File: config.mk
export PLATFORM = sky130hd
export DESIGN_NAME = byte_bit_op_decoder
export DESIGN_NICKNAME = d
export VERILOG_FILES = /design/src/design/byte_bit_op_decoder.v /design/src/design/bbop_ram.v
export VERILOG_INCLUDE_DIRS = /design/src /design/src/design
export SDC_FILE = /design/constraint.sdc
export NUM_CORES = 2
export LEC_CHECK = 0
export BUFFER_PORTS_ARGS = -buffer_cell sky130_fd_sc_hd__buf_2
export CORE_ASPECT_RATIO = 0.5
export CORE_UTILIZATION = 40
export CTS_CLUSTER_SIZE = 28
export DETAILED_ROUTE_END_ITERATION = 12
export SETUP_SLACK_MARGIN = 0.3
export SYNTH_ARGS = -nofsm -noshare
export SYNTH_HDL_FRONTEND = slang
export SYNTH_SLANG_ARGS = --single-unit
File: constraint.sdc
create_clock -name clk -period 10 [get_ports clk]
set_input_delay 2 -clock clk [delete_from_list [all_inputs] [get_ports clk]]
set_output_delay 2 -clock clk [all_outputs]
set_load 0.03 [all_outputs]
File: src/design/bbop_consts.vh
`ifndef BBOP_CONSTS_VH
`define BBOP_CONSTS_VH

// Register map (byte addresses)
`define ADDR_CTRL        12'h000
`define ADDR_ACC         12'h004
`define ADDR_STATUS      12'h008
`define ADDR_INSTR       12'h00c
`define ADDR_INFO        12'h010
`define ADDR_FILE_BASE   12'h200

// Control bits
`define CTRL_RUN_BIT     0
`define CTRL_SINGLE_BIT  1

// Status flag positions
`define FLAG_C           0
`define FLAG_DC          1
`define FLAG_Z           2

// Reset values
`define RST_ACC          8'h00
`define RST_STATUS       3'h0
`define RST_PC           8'h00

// Timing
`define PHASES_PER_CYCLE 4
`define PHASE_W          2

// Instruction fields
`define INSTR_W          14
`define FADDR_W          7

// Byte-oriented opcodes, bits 13:8
`define OP_MOVE_MISC     6'h00
`define OP_CLEAR         6'h01
`define OP_SUB           6'h02
`define OP_DEC           6'h03
`define OP_IOR           6'h04
`define OP_AND           6'h05
`define OP_XOR           6'h06
`define OP_ADD           6'h07
`define OP_COPY_FILE     6'h08
`define OP_COM           6'h09
`define OP_INC           6'h0a
`define OP_DECSZ         6'h0b
`define OP_RRC           6'h0c
`define OP_RLC           6'h0d
`define OP_SWAP          6'h0e
`define OP_INCSZ         6'h0f

// Bit-oriented groups, bits 13:10
`define BOP_CLR          4'h4
`define BOP_SET          4'h5
`define BOP_TSTC         4'h6
`define BOP_TSTS         4'h7

`endif

File: src/design/byte_bit_op_decoder.v
// The register offsets and the AXI4-Lite interface to the registers were chosen for this implementation.
`include "bbop_consts.vh"

// Notes on behaviour
// RQ1: One 14-bit word splits into opcode and operands
// RQ2: Dest bit zero writes accumulator, one writes file
// RQ3: Seven-bit file address, 0x00 to 0x7F
// RQ4: Three-bit field picks bit to clear/set/test
// RQ5: File always read, modified, then written back; the code writes it back only for dest bit one and bit clear/set
// RQ6: One cycle; skip adds a NOP cycle
// RQ7: Instruction cycle is four clock periods
// RQ8: Don't-care bits never change decoding
// RQ9: Software must not issue reserved opcodes
// RQ10: Add and subtract update C, DC, Z
// RQ11: AND, OR, XOR update only Z
// RQ12: Increment and decrement update only Z
// RQ13: Inc/dec skip on zero, no flags
// RQ14: Rotates through carry, only C affected
// RQ15: Nibble swap, no flags changed
// RQ16: Complement to destination, Z only
// RQ17: Copy file to destination, Z only
// RQ18: Clear file (bit7=1) or accumulator, Z set
// RQ19: Accumulator copied to file, no flags
// RQ20: NOP pattern changes nothing in one cycle
// RQ21: Bit clear/set in one cycle, no flags
// RQ22: Bit test skips next on clear/set
// RQ23: Skipped instruction makes no writes
module byte_bit_op_decoder (
    input  wire        clk,
    input  wire        rst_n,
    input  wire [11:0] s_axi_awaddr,
    input  wire        s_axi_awvalid,
    output reg         s_axi_awready,
    input  wire [31:0] s_axi_wdata,
    input  wire [3:0]  s_axi_wstrb,
    input  wire        s_axi_wvalid,
    output reg         s_axi_wready,
    output reg  [1:0]  s_axi_bresp,
    output reg         s_axi_bvalid,
    input  wire        s_axi_bready,
    input  wire [11:0] s_axi_araddr,
    input  wire        s_axi_arvalid,
    output reg         s_axi_arready,
    output reg  [31:0] s_axi_rdata,
    output reg  [1:0]  s_axi_rresp,
    output reg         s_axi_rvalid,
    input  wire        s_axi_rready,
    output reg  [7:0]  pc_ff,
    input  wire [13:0] instr_word,
    output reg         cycle_strobe_ff
);
    localparam ST_FETCH = 4'b0001;
    localparam ST_READ  = 4'b0010;
    localparam ST_EXEC  = 4'b0100;
    localparam ST_WRITE = 4'b1000;

    reg [3:0]          state_ff;
    reg [`PHASE_W-1:0] phase_ff;
    reg [13:0]         ir_ff;
    reg [7:0]          acc_ff;
    reg [2:0]          status_ff;
    reg                skip_ff;
    reg [1:0]          ctrl_ff;
    reg [13:0]         sw_instr_ff;
    reg [31:0]         retired_ff;
    reg                aw_hold_ff;
    reg                w_hold_ff;
    reg [11:0]         awaddr_ff;
    reg [31:0]         wdata_ff;
    reg                rd_pend_ff;
    reg [11:0]         araddr_ff;
    reg                wstrb0_ff;

    reg  [7:0]         result;
    reg  [2:0]         nxt_status;
    reg                wr_file;
    reg                wr_acc;
    reg                do_skip;
    reg  [8:0]         sum9;
    reg  [4:0]         sum5;

    wire [7:0]         fdata;
    wire [5:0]         op6   = ir_ff[13:8];                 // RQ1
    wire [3:0]         op4   = ir_ff[13:10];
    wire               dbit  = ir_ff[7];                    // RQ2
    wire [6:0]         faddr = ir_ff[6:0];                  // RQ3
    wire [2:0]         bsel  = ir_ff[9:7];                  // RQ4
    wire               run   = ctrl_ff[`CTRL_RUN_BIT];

    // One-hot bit mask for the bit-oriented group
    function [7:0] bit_mask;
        input [2:0] sel;
        begin
            bit_mask = 8'h01 << sel;
        end
    endfunction

    function is_file_addr;
        input [11:0] a;
        begin
            is_file_addr = (a[11:9] == 3'h1);
        end
    endfunction

    wire               aw_ok   = aw_hold_ff && w_hold_ff && !s_axi_bvalid;
    wire               sw_file = aw_ok && is_file_addr(awaddr_ff) && state_ff == ST_FETCH
                                 && !run;
    wire [6:0]         ram_wa  = sw_file ? awaddr_ff[8:2] : faddr;
    wire [7:0]         ram_wd  = sw_file ? wdata_ff[7:0] : result;
    wire               ram_we  = sw_file || (state_ff == ST_WRITE && wr_file && !skip_ff);
    // Bus read address goes straight to the memory at the handshake, so its
    // registered output already holds the byte when the answer is formed
    wire               ar_take = s_axi_arvalid && s_axi_arready;
    wire [6:0]         ar_word = ar_take ? s_axi_araddr[8:2] : araddr_ff[8:2];
    wire [6:0]         ram_ra  = (state_ff == ST_FETCH && !run) ? ar_word : ir_ff[6:0];

    bbop_ram u_ram (
        .clk   (clk),
        .we    (ram_we),
        .waddr (ram_wa),
        .wdata (ram_wd),
        .raddr (ram_ra),
        .rdata (fdata)
    );

    // Datapath: operand is the file value read in ST_READ
    always @* begin
        result     = fdata;
        nxt_status = status_ff;
        wr_file    = 1'b0;
        wr_acc     = 1'b0;
        do_skip    = 1'b0;
        sum9       = 9'h000;
        sum5       = 5'h00;
        if (ir_ff[13:12] == 2'b00) begin
            wr_file = dbit;                                  // RQ2
            wr_acc  = !dbit;
            case (op6)
                `OP_ADD: begin
                    sum9 = {1'b0, fdata} + {1'b0, acc_ff};
                    sum5 = {1'b0, fdata[3:0]} + {1'b0, acc_ff[3:0]};
                    result = sum9[7:0];
                    nxt_status[`FLAG_C]  = sum9[8];          // RQ10
                    nxt_status[`FLAG_DC] = sum5[4];
                end
                `OP_SUB: begin
                    sum9 = {1'b0, fdata} + {1'b0, ~acc_ff} + 9'h001;
                    sum5 = {1'b0, fdata[3:0]} + {1'b0, ~acc_ff[3:0]} + 5'h01;
                    result = sum9[7:0];
                    nxt_status[`FLAG_C]  = sum9[8];          // RQ10
                    nxt_status[`FLAG_DC] = sum5[4];
                end
                `OP_AND:  result = acc_ff & fdata;          // RQ11
                `OP_IOR:  result = acc_ff | fdata;          // RQ11
                `OP_XOR:  result = acc_ff ^ fdata;          // RQ11
                `OP_INC:  result = fdata + 8'h01;           // RQ12
                `OP_DEC:  result = fdata - 8'h01;           // RQ12
                `OP_INCSZ: begin
                    result  = fdata + 8'h01;
                    do_skip = (result == 8'h00);            // RQ13
                end
                `OP_DECSZ: begin
                    result  = fdata - 8'h01;
                    do_skip = (result == 8'h00);            // RQ13
                end
                `OP_RLC: begin
                    result = {fdata[6:0], status_ff[`FLAG_C]};
                    nxt_status[`FLAG_C] = fdata[7];         // RQ14
                end
                `OP_RRC: begin
                    result = {status_ff[`FLAG_C], fdata[7:1]};
                    nxt_status[`FLAG_C] = fdata[0];         // RQ14
                end
                `OP_SWAP: result = {fdata[3:0], fdata[7:4]}; // RQ15
                `OP_COM:  result = ~fdata;                  // RQ16
                `OP_COPY_FILE: result = fdata;              // RQ17
                `OP_CLEAR: begin
                    result = 8'h00;                          // RQ18
                end
                `OP_MOVE_MISC: begin
                    result  = acc_ff;                        // RQ19
                    wr_file = dbit;
                    wr_acc  = 1'b0;                          // RQ20
                end
                default: begin
                    wr_file = 1'b0;
                    wr_acc  = 1'b0;
                end
            endcase
            case (op6)
                `OP_ADD, `OP_SUB, `OP_AND, `OP_IOR, `OP_XOR, `OP_INC, `OP_DEC,
                `OP_COM, `OP_COPY_FILE, `OP_CLEAR:
                    nxt_status[`FLAG_Z] = (result == 8'h00);
                default: nxt_status[`FLAG_Z] = status_ff[`FLAG_Z];
            endcase
        end else if (ir_ff[13:12] == 2'b01) begin
            // Don't-care bits of each pattern are never examined
            case (op4)                                       // RQ8
                `BOP_CLR: begin
                    result  = fdata & ~bit_mask(bsel);      // RQ21
                    wr_file = 1'b1;
                end
                `BOP_SET: begin
                    result  = fdata | bit_mask(bsel);       // RQ21
                    wr_file = 1'b1;
                end
                `BOP_TSTC: do_skip = ~|(fdata & bit_mask(bsel)); // RQ22
                `BOP_TSTS: do_skip = |(fdata & bit_mask(bsel));  // RQ22
                default: do_skip = 1'b0;
            endcase
        end
    end

    // Core sequencer: one phase per clock, four per instruction cycle
    always @(posedge clk) begin
        if (!rst_n) begin
            state_ff        <= ST_FETCH;
            phase_ff        <= {`PHASE_W{1'b0}};
            ir_ff           <= 14'h0000;
            acc_ff          <= `RST_ACC;
            status_ff       <= `RST_STATUS;
            skip_ff         <= 1'b0;
            pc_ff           <= `RST_PC;
            cycle_strobe_ff <= 1'b0;
            retired_ff      <= 32'h0000_0000;
            ctrl_ff         <= 2'b00;
            sw_instr_ff     <= 14'h0000;
        end else begin
            cycle_strobe_ff <= 1'b0;
            if (aw_ok && !is_file_addr(awaddr_ff)) begin
                if (awaddr_ff == `ADDR_CTRL && wstrb0_ff) begin
                    ctrl_ff <= wdata_ff[1:0];
                end
                if (awaddr_ff == `ADDR_INSTR) begin
                    sw_instr_ff <= wdata_ff[13:0];
                end
                if (awaddr_ff == `ADDR_ACC && state_ff == ST_FETCH && !run) begin
                    acc_ff <= wdata_ff[7:0];
                end
            end
            if (run || ctrl_ff[`CTRL_SINGLE_BIT] || state_ff != ST_FETCH) begin
                phase_ff <= phase_ff + 2'h1;                 // RQ7
                case (state_ff)
                    ST_FETCH: begin
                        ir_ff    <= run ? instr_word : sw_instr_ff;
                        state_ff <= ST_READ;
                    end
                    ST_READ: state_ff <= ST_EXEC;            // RQ5
                    ST_EXEC: state_ff <= ST_WRITE;
                    ST_WRITE: begin
                        state_ff        <= ST_FETCH;
                        // Marks the last of the four phases of the cycle
                        cycle_strobe_ff <= (phase_ff == {`PHASE_W{1'b1}});   // RQ7
                        retired_ff      <= retired_ff + 32'h1;
                        // A software write to the control word in this clock wins
                        if (!(aw_ok && awaddr_ff == `ADDR_CTRL && wstrb0_ff)) begin
                            ctrl_ff[`CTRL_SINGLE_BIT] <= 1'b0;
                        end
                        if (skip_ff) begin
                            skip_ff <= 1'b0;                 // RQ23
                        end else begin
                            if (wr_acc) acc_ff <= result;    // RQ2
                            status_ff <= nxt_status;
                            skip_ff   <= do_skip;            // RQ6
                        end
                        pc_ff <= pc_ff + 8'h01;
                    end
                    default: state_ff <= ST_FETCH;
                endcase
            end
        end
    end

    // AXI4-Lite slave; accumulator and file writes and file reads honoured only while core idle
    always @(posedge clk) begin
        if (!rst_n) begin
            s_axi_awready <= 1'b0;
            s_axi_wready  <= 1'b0;
            s_axi_bvalid  <= 1'b0;
            s_axi_bresp   <= 2'b00;
            s_axi_arready <= 1'b0;
            s_axi_rvalid  <= 1'b0;
            s_axi_rresp   <= 2'b00;
            s_axi_rdata   <= 32'h0000_0000;
            aw_hold_ff    <= 1'b0;
            w_hold_ff     <= 1'b0;
            awaddr_ff     <= 12'h000;
            wdata_ff      <= 32'h0000_0000;
            wstrb0_ff     <= 1'b0;
            rd_pend_ff    <= 1'b0;
            araddr_ff     <= 12'h000;
        end else begin
            s_axi_awready <= !aw_hold_ff && !s_axi_awready && s_axi_awvalid;
            s_axi_wready  <= !w_hold_ff && !s_axi_wready && s_axi_wvalid;
            if (s_axi_awvalid && s_axi_awready) begin
                aw_hold_ff <= 1'b1;
                awaddr_ff  <= {s_axi_awaddr[11:2], 2'b00};
            end
            if (s_axi_wvalid && s_axi_wready) begin
                w_hold_ff <= 1'b1;
                wdata_ff  <= s_axi_wdata;
                // Strobe is W payload: keep it until the write is applied
                wstrb0_ff <= s_axi_wstrb[0];
            end
            if (aw_ok) begin
                aw_hold_ff   <= 1'b0;
                w_hold_ff    <= 1'b0;
                s_axi_bvalid <= 1'b1;
                s_axi_bresp  <= (awaddr_ff[11:5] == 7'h00 || is_file_addr(awaddr_ff))
                                ? 2'b00 : 2'b10;
            end else if (s_axi_bvalid && s_axi_bready) begin
                s_axi_bvalid <= 1'b0;
            end
            s_axi_arready <= !rd_pend_ff && !s_axi_rvalid && !s_axi_arready
                             && s_axi_arvalid;
            if (s_axi_arvalid && s_axi_arready) begin
                rd_pend_ff <= 1'b1;
                araddr_ff  <= {s_axi_araddr[11:2], 2'b00};
            end
            // One-cycle pending lets the file memory register its read data
            if (rd_pend_ff && !s_axi_rvalid && s_axi_arready == 1'b0) begin
                rd_pend_ff   <= 1'b0;
                s_axi_rvalid <= 1'b1;
                s_axi_rresp  <= 2'b00;
                case (araddr_ff)
                    `ADDR_CTRL:   s_axi_rdata <= {30'h0, ctrl_ff};
                    `ADDR_ACC:    s_axi_rdata <= {24'h0, acc_ff};
                    `ADDR_STATUS: s_axi_rdata <= {24'h0, pc_ff[7:0] & 8'h00 | {4'h0, skip_ff,
                                                   status_ff}};
                    `ADDR_INSTR:  s_axi_rdata <= {18'h0, sw_instr_ff};
                    `ADDR_INFO:   s_axi_rdata <= retired_ff;
                    default: begin
                        if (is_file_addr(araddr_ff)) begin
                            s_axi_rdata <= {24'h0, fdata};
                        end else begin
                            s_axi_rdata <= 32'h0000_0000;
                            s_axi_rresp <= 2'b10;
                        end
                    end
                endcase
            end else if (s_axi_rvalid && s_axi_rready) begin
                s_axi_rvalid <= 1'b0;
            end
        end
    end
endmodule

File: src/design/bbop_ram.v
`include "bbop_consts.vh"

module bbop_ram (
    input  wire                  clk,
    input  wire                  we,
    input  wire [`FADDR_W-1:0]   waddr,
    input  wire [7:0]            wdata,
    input  wire [`FADDR_W-1:0]   raddr,
    output reg  [7:0]            rdata
);
    reg [7:0] mem [0:(1<<`FADDR_W)-1];

    // No reset: contents are undefined after power-up, as in real storage
    always @(posedge clk) begin
        if (we) begin
            mem[waddr] <= wdata;
        end
        rdata <= mem[raddr];
    end
endmodule

==> results.ini <==
[cts]
cts_setup_buffers=0
cts_root_buffer=clkbuf_16
htreeDepth=3
clk_latency_ns=0.72
cts.repair.resized=0
max-clock-path-buffers=3
cts_buffers=109
postCtsHoldBufs=0
cts.sinks=1198
clk_pin_slew_worst_paths_ns=0.06
tritoncts=done

[floorplan]
die_h_um=251.9
io_pins=131
placeableCoreArea_mm2=0.1235
die_x_um=501.9
num_rows=91
die_area_mm2=0.1264
initial_core_util_pct=40.45

[detailed_routing]
antenna_left=0
routed_via_density=5.675
drc=0
firstDrtPassIters=7
num_vias=31978
wl_per_cell_um=23.94
drt_iter0_drc=3745
finalWirelength_mm=134.9

[global_route]
grt_max_degree=153
grt_pass1_wl_mm=199.1
grt_pass1_vias=30525
grt_antenna_before_repair=2
grt.overflow.total=0
grt_use_total_pct=21.02

[critical_path]
start_kind=input pin
cp_data_arrival_time_ns=6.88
crit_required_ns=10.48
worst_path_max_delay_cell=a21o_4
critPathTopFamily=simple AND/OR/NAND/NOR gates
slowest_delay_ns=0.73
path_max_fanout=50
critical_path_class=input pin to flip-flop
crit_path_cell_trace=buf_2 -> and2_1 -> mux2i_1 -> a21o_4 -> buf_4 -> mux4_2 -> a21oi_1 -> nand4_1 -> nor3_1 -> nand3_1
path_buf_inv=2
cp-end-kind=flip-flop
rrSetupSlack_ns=4.36

[synthesis]
synth_area_mm2=0.04997
ys_seq_elements=1198
synthCells=3825
yosys-top-cells-area=edfxtp_1 62%, dfxtp_1 7.0%, mux2i_1 5.6%
avgSynthCellArea_um2=13.07
synth_top_area_cell=edfxtp_1
netlist.area_leader.share_pct=61.53
synth_ff_type=edfxtp_1
post-synth-top-count-cell=edfxtp_1
yosys_warnings=0
synth_cell_types=80
synth_common_cells=1024 x edfxtp_1, 619 x nand2_1, 309 x a21oi_1
synth-async-reset-ratio_pct=0
yosysSeqAreaShare_pct=68.50
synth-edff-count=1024

[place]
io_buffers=103
gp_congestion=0.8742
dp_slack_ns=2.831
dpl.hpwl_mm=83.86

[timing]
slew_viol_final=0
fin_crit_sh_pct=64.01
rsz0062_at_grt=no
fmax_mhz=156.2
setup_viol=0
tns_ns=0
worst_slack_ns=3.599
finClkSkew_ns=0.02480
hold_violations=0
fin_crit_ns=6.401
maxSlewHeadroom_pct=17.53
worstMarginPinSlew_ns=1.234

[final_layout]
fill_cells=10980
drive_gt1_share_pct=9.699
nets=3980
synthToLayoutAreaGrowth_pct=11.52

[status]
status=completed

[pwr]
peakVddDrop_v=0.0001509
p_leak_nw=19.61
powerDensity_mw_per_mm2=197.0

[min_path]
hold_path.class=flip-flop to flip-flop

[run]
cap_violations=0

-- stage by stage --
stage | instance area (um2) | instances | util, % | hold slack, ns | power [mW]
4_1_cts | 55720 | 5633 | 45.11 | 0.4553 | 11.03
3_5_place_dp | 52130 | 5430 | 42.19 | 0.4408 | 6.829
3_3_place_gp | 52130 | 5430 | 42.19 | 0.4397 | 6.800
5_1_grt | 55720 | 5633 | 45.11 | 0.4781 | 11.28
2_1_floorplan | 49980 | 3826 | - | 0.4201 | 6.478
6_report | 55730 | 5635 | 45.11 | 0.4517 | 10.98
-- logic make-up (layout without fill, tap and decap cells) --
group | Yosys count | count (layout) | share of synthesized area (%)
XOR/XNOR | 42 | 42 | 0.7361
AO/OA/AOI/OAI | 816 | 816 | 10.07
flip-flops | 1198 | 1198 | 68.50
multiplexers | 306 | 306 | 6.670
adder cells (fa/ha/maj) | 32 | 32 | 0.8312
other | 1 | 4 | 0.007504
AND/OR/NAND/NOR | 1162 | 1162 | 10.54
buffers and inverters | 268 | 401 | 2.639
-- layout make-up --
cell class | count | area (um2) | area share [%]
timing repair buffer | 167 | 1061 | 1.904
antenna | 2 | 5.005 | 0.008980
clock inverter | 62 | 635.6 | 1.141
multi-input combinational | 2360 | 14620 | 26.23
sequential | 1198 | 34230 | 61.43
clock buffer | 141 | 2964 | 5.319
tap | 1674 | 2095 | 3.758
inverter | 31 | 116.4 | 0.2088
-- report_power, final --
group	internal [mW]	leakage, nW	switching, mW
clock network	2.40	1.76	1.85
registers	5.73	10.7	0.0261
logic	0.210	7.14	0.764
total	8.34	19.6	2.64
-- registers in the layout, summed over array words and instances, names as in the netlist, 3 cells and up --
| name | flops |
|---|---|
| u_ram.rdata | 8 |
| ir_ff | 14 |
| s_axi_rdata | 32 |
| sw_instr_ff | 14 |
| state_ff | 4 |
| acc_ff | 8 |
| retired_ff | 32 |
| awaddr_ff | 10 |
| pc_ff | 8 |
| wdata_ff | 14 |
| status_ff | 3 |
| u_ram.mem | 1024 |
| araddr_ff | 10 |
-- metal layers --
layer	global-route usage, %	vias up	wire length (um)
li1	-	14470	-
met1	29.89	16129	59600
met2	32.75	1162	61390
met3	3.987	215	10280
met4	5.935	2	3620
met5	0	-	13
-- path summary, 6_finish.rpt --
| check | from | to | cells past startpoint |
|---|---|---|---|
| hold reg to reg | aw_hold_ff | s_axi_awready | 1 |
| hold / removal | aw_hold_ff | s_axi_awready | 1 |
| setup reg to reg | state_ff[0] | u_ram.mem[26][2] | 7 |
| setup / recovery | s_axi_arvalid | u_ram.rdata[4] | 10 |
-- placed cells by master, fill, tap and decap left out, types with 23 or more instances in the layout --
master / instances
buf_2: 102
ha_1: 30
o22ai_1: 94
nor2b_1: 35
nand4_1: 29
mux2i_1: 279
edfxtp_1: 1024
o21ai_0: 140
buf_4: 60
nor4_1: 77
a21boi_0: 37
nor2_1: 181
a21oi_1: 308
a221oi_1: 33
nand3_1: 63
and2_1: 48
xnor2_1: 33
dfxtp_1: 174
clkinv_1: 23
inv_1: 32
a22oi_1: 26
nand2_1: 618
clkbuf_16: 111
(Power assumes the default switching activity.)
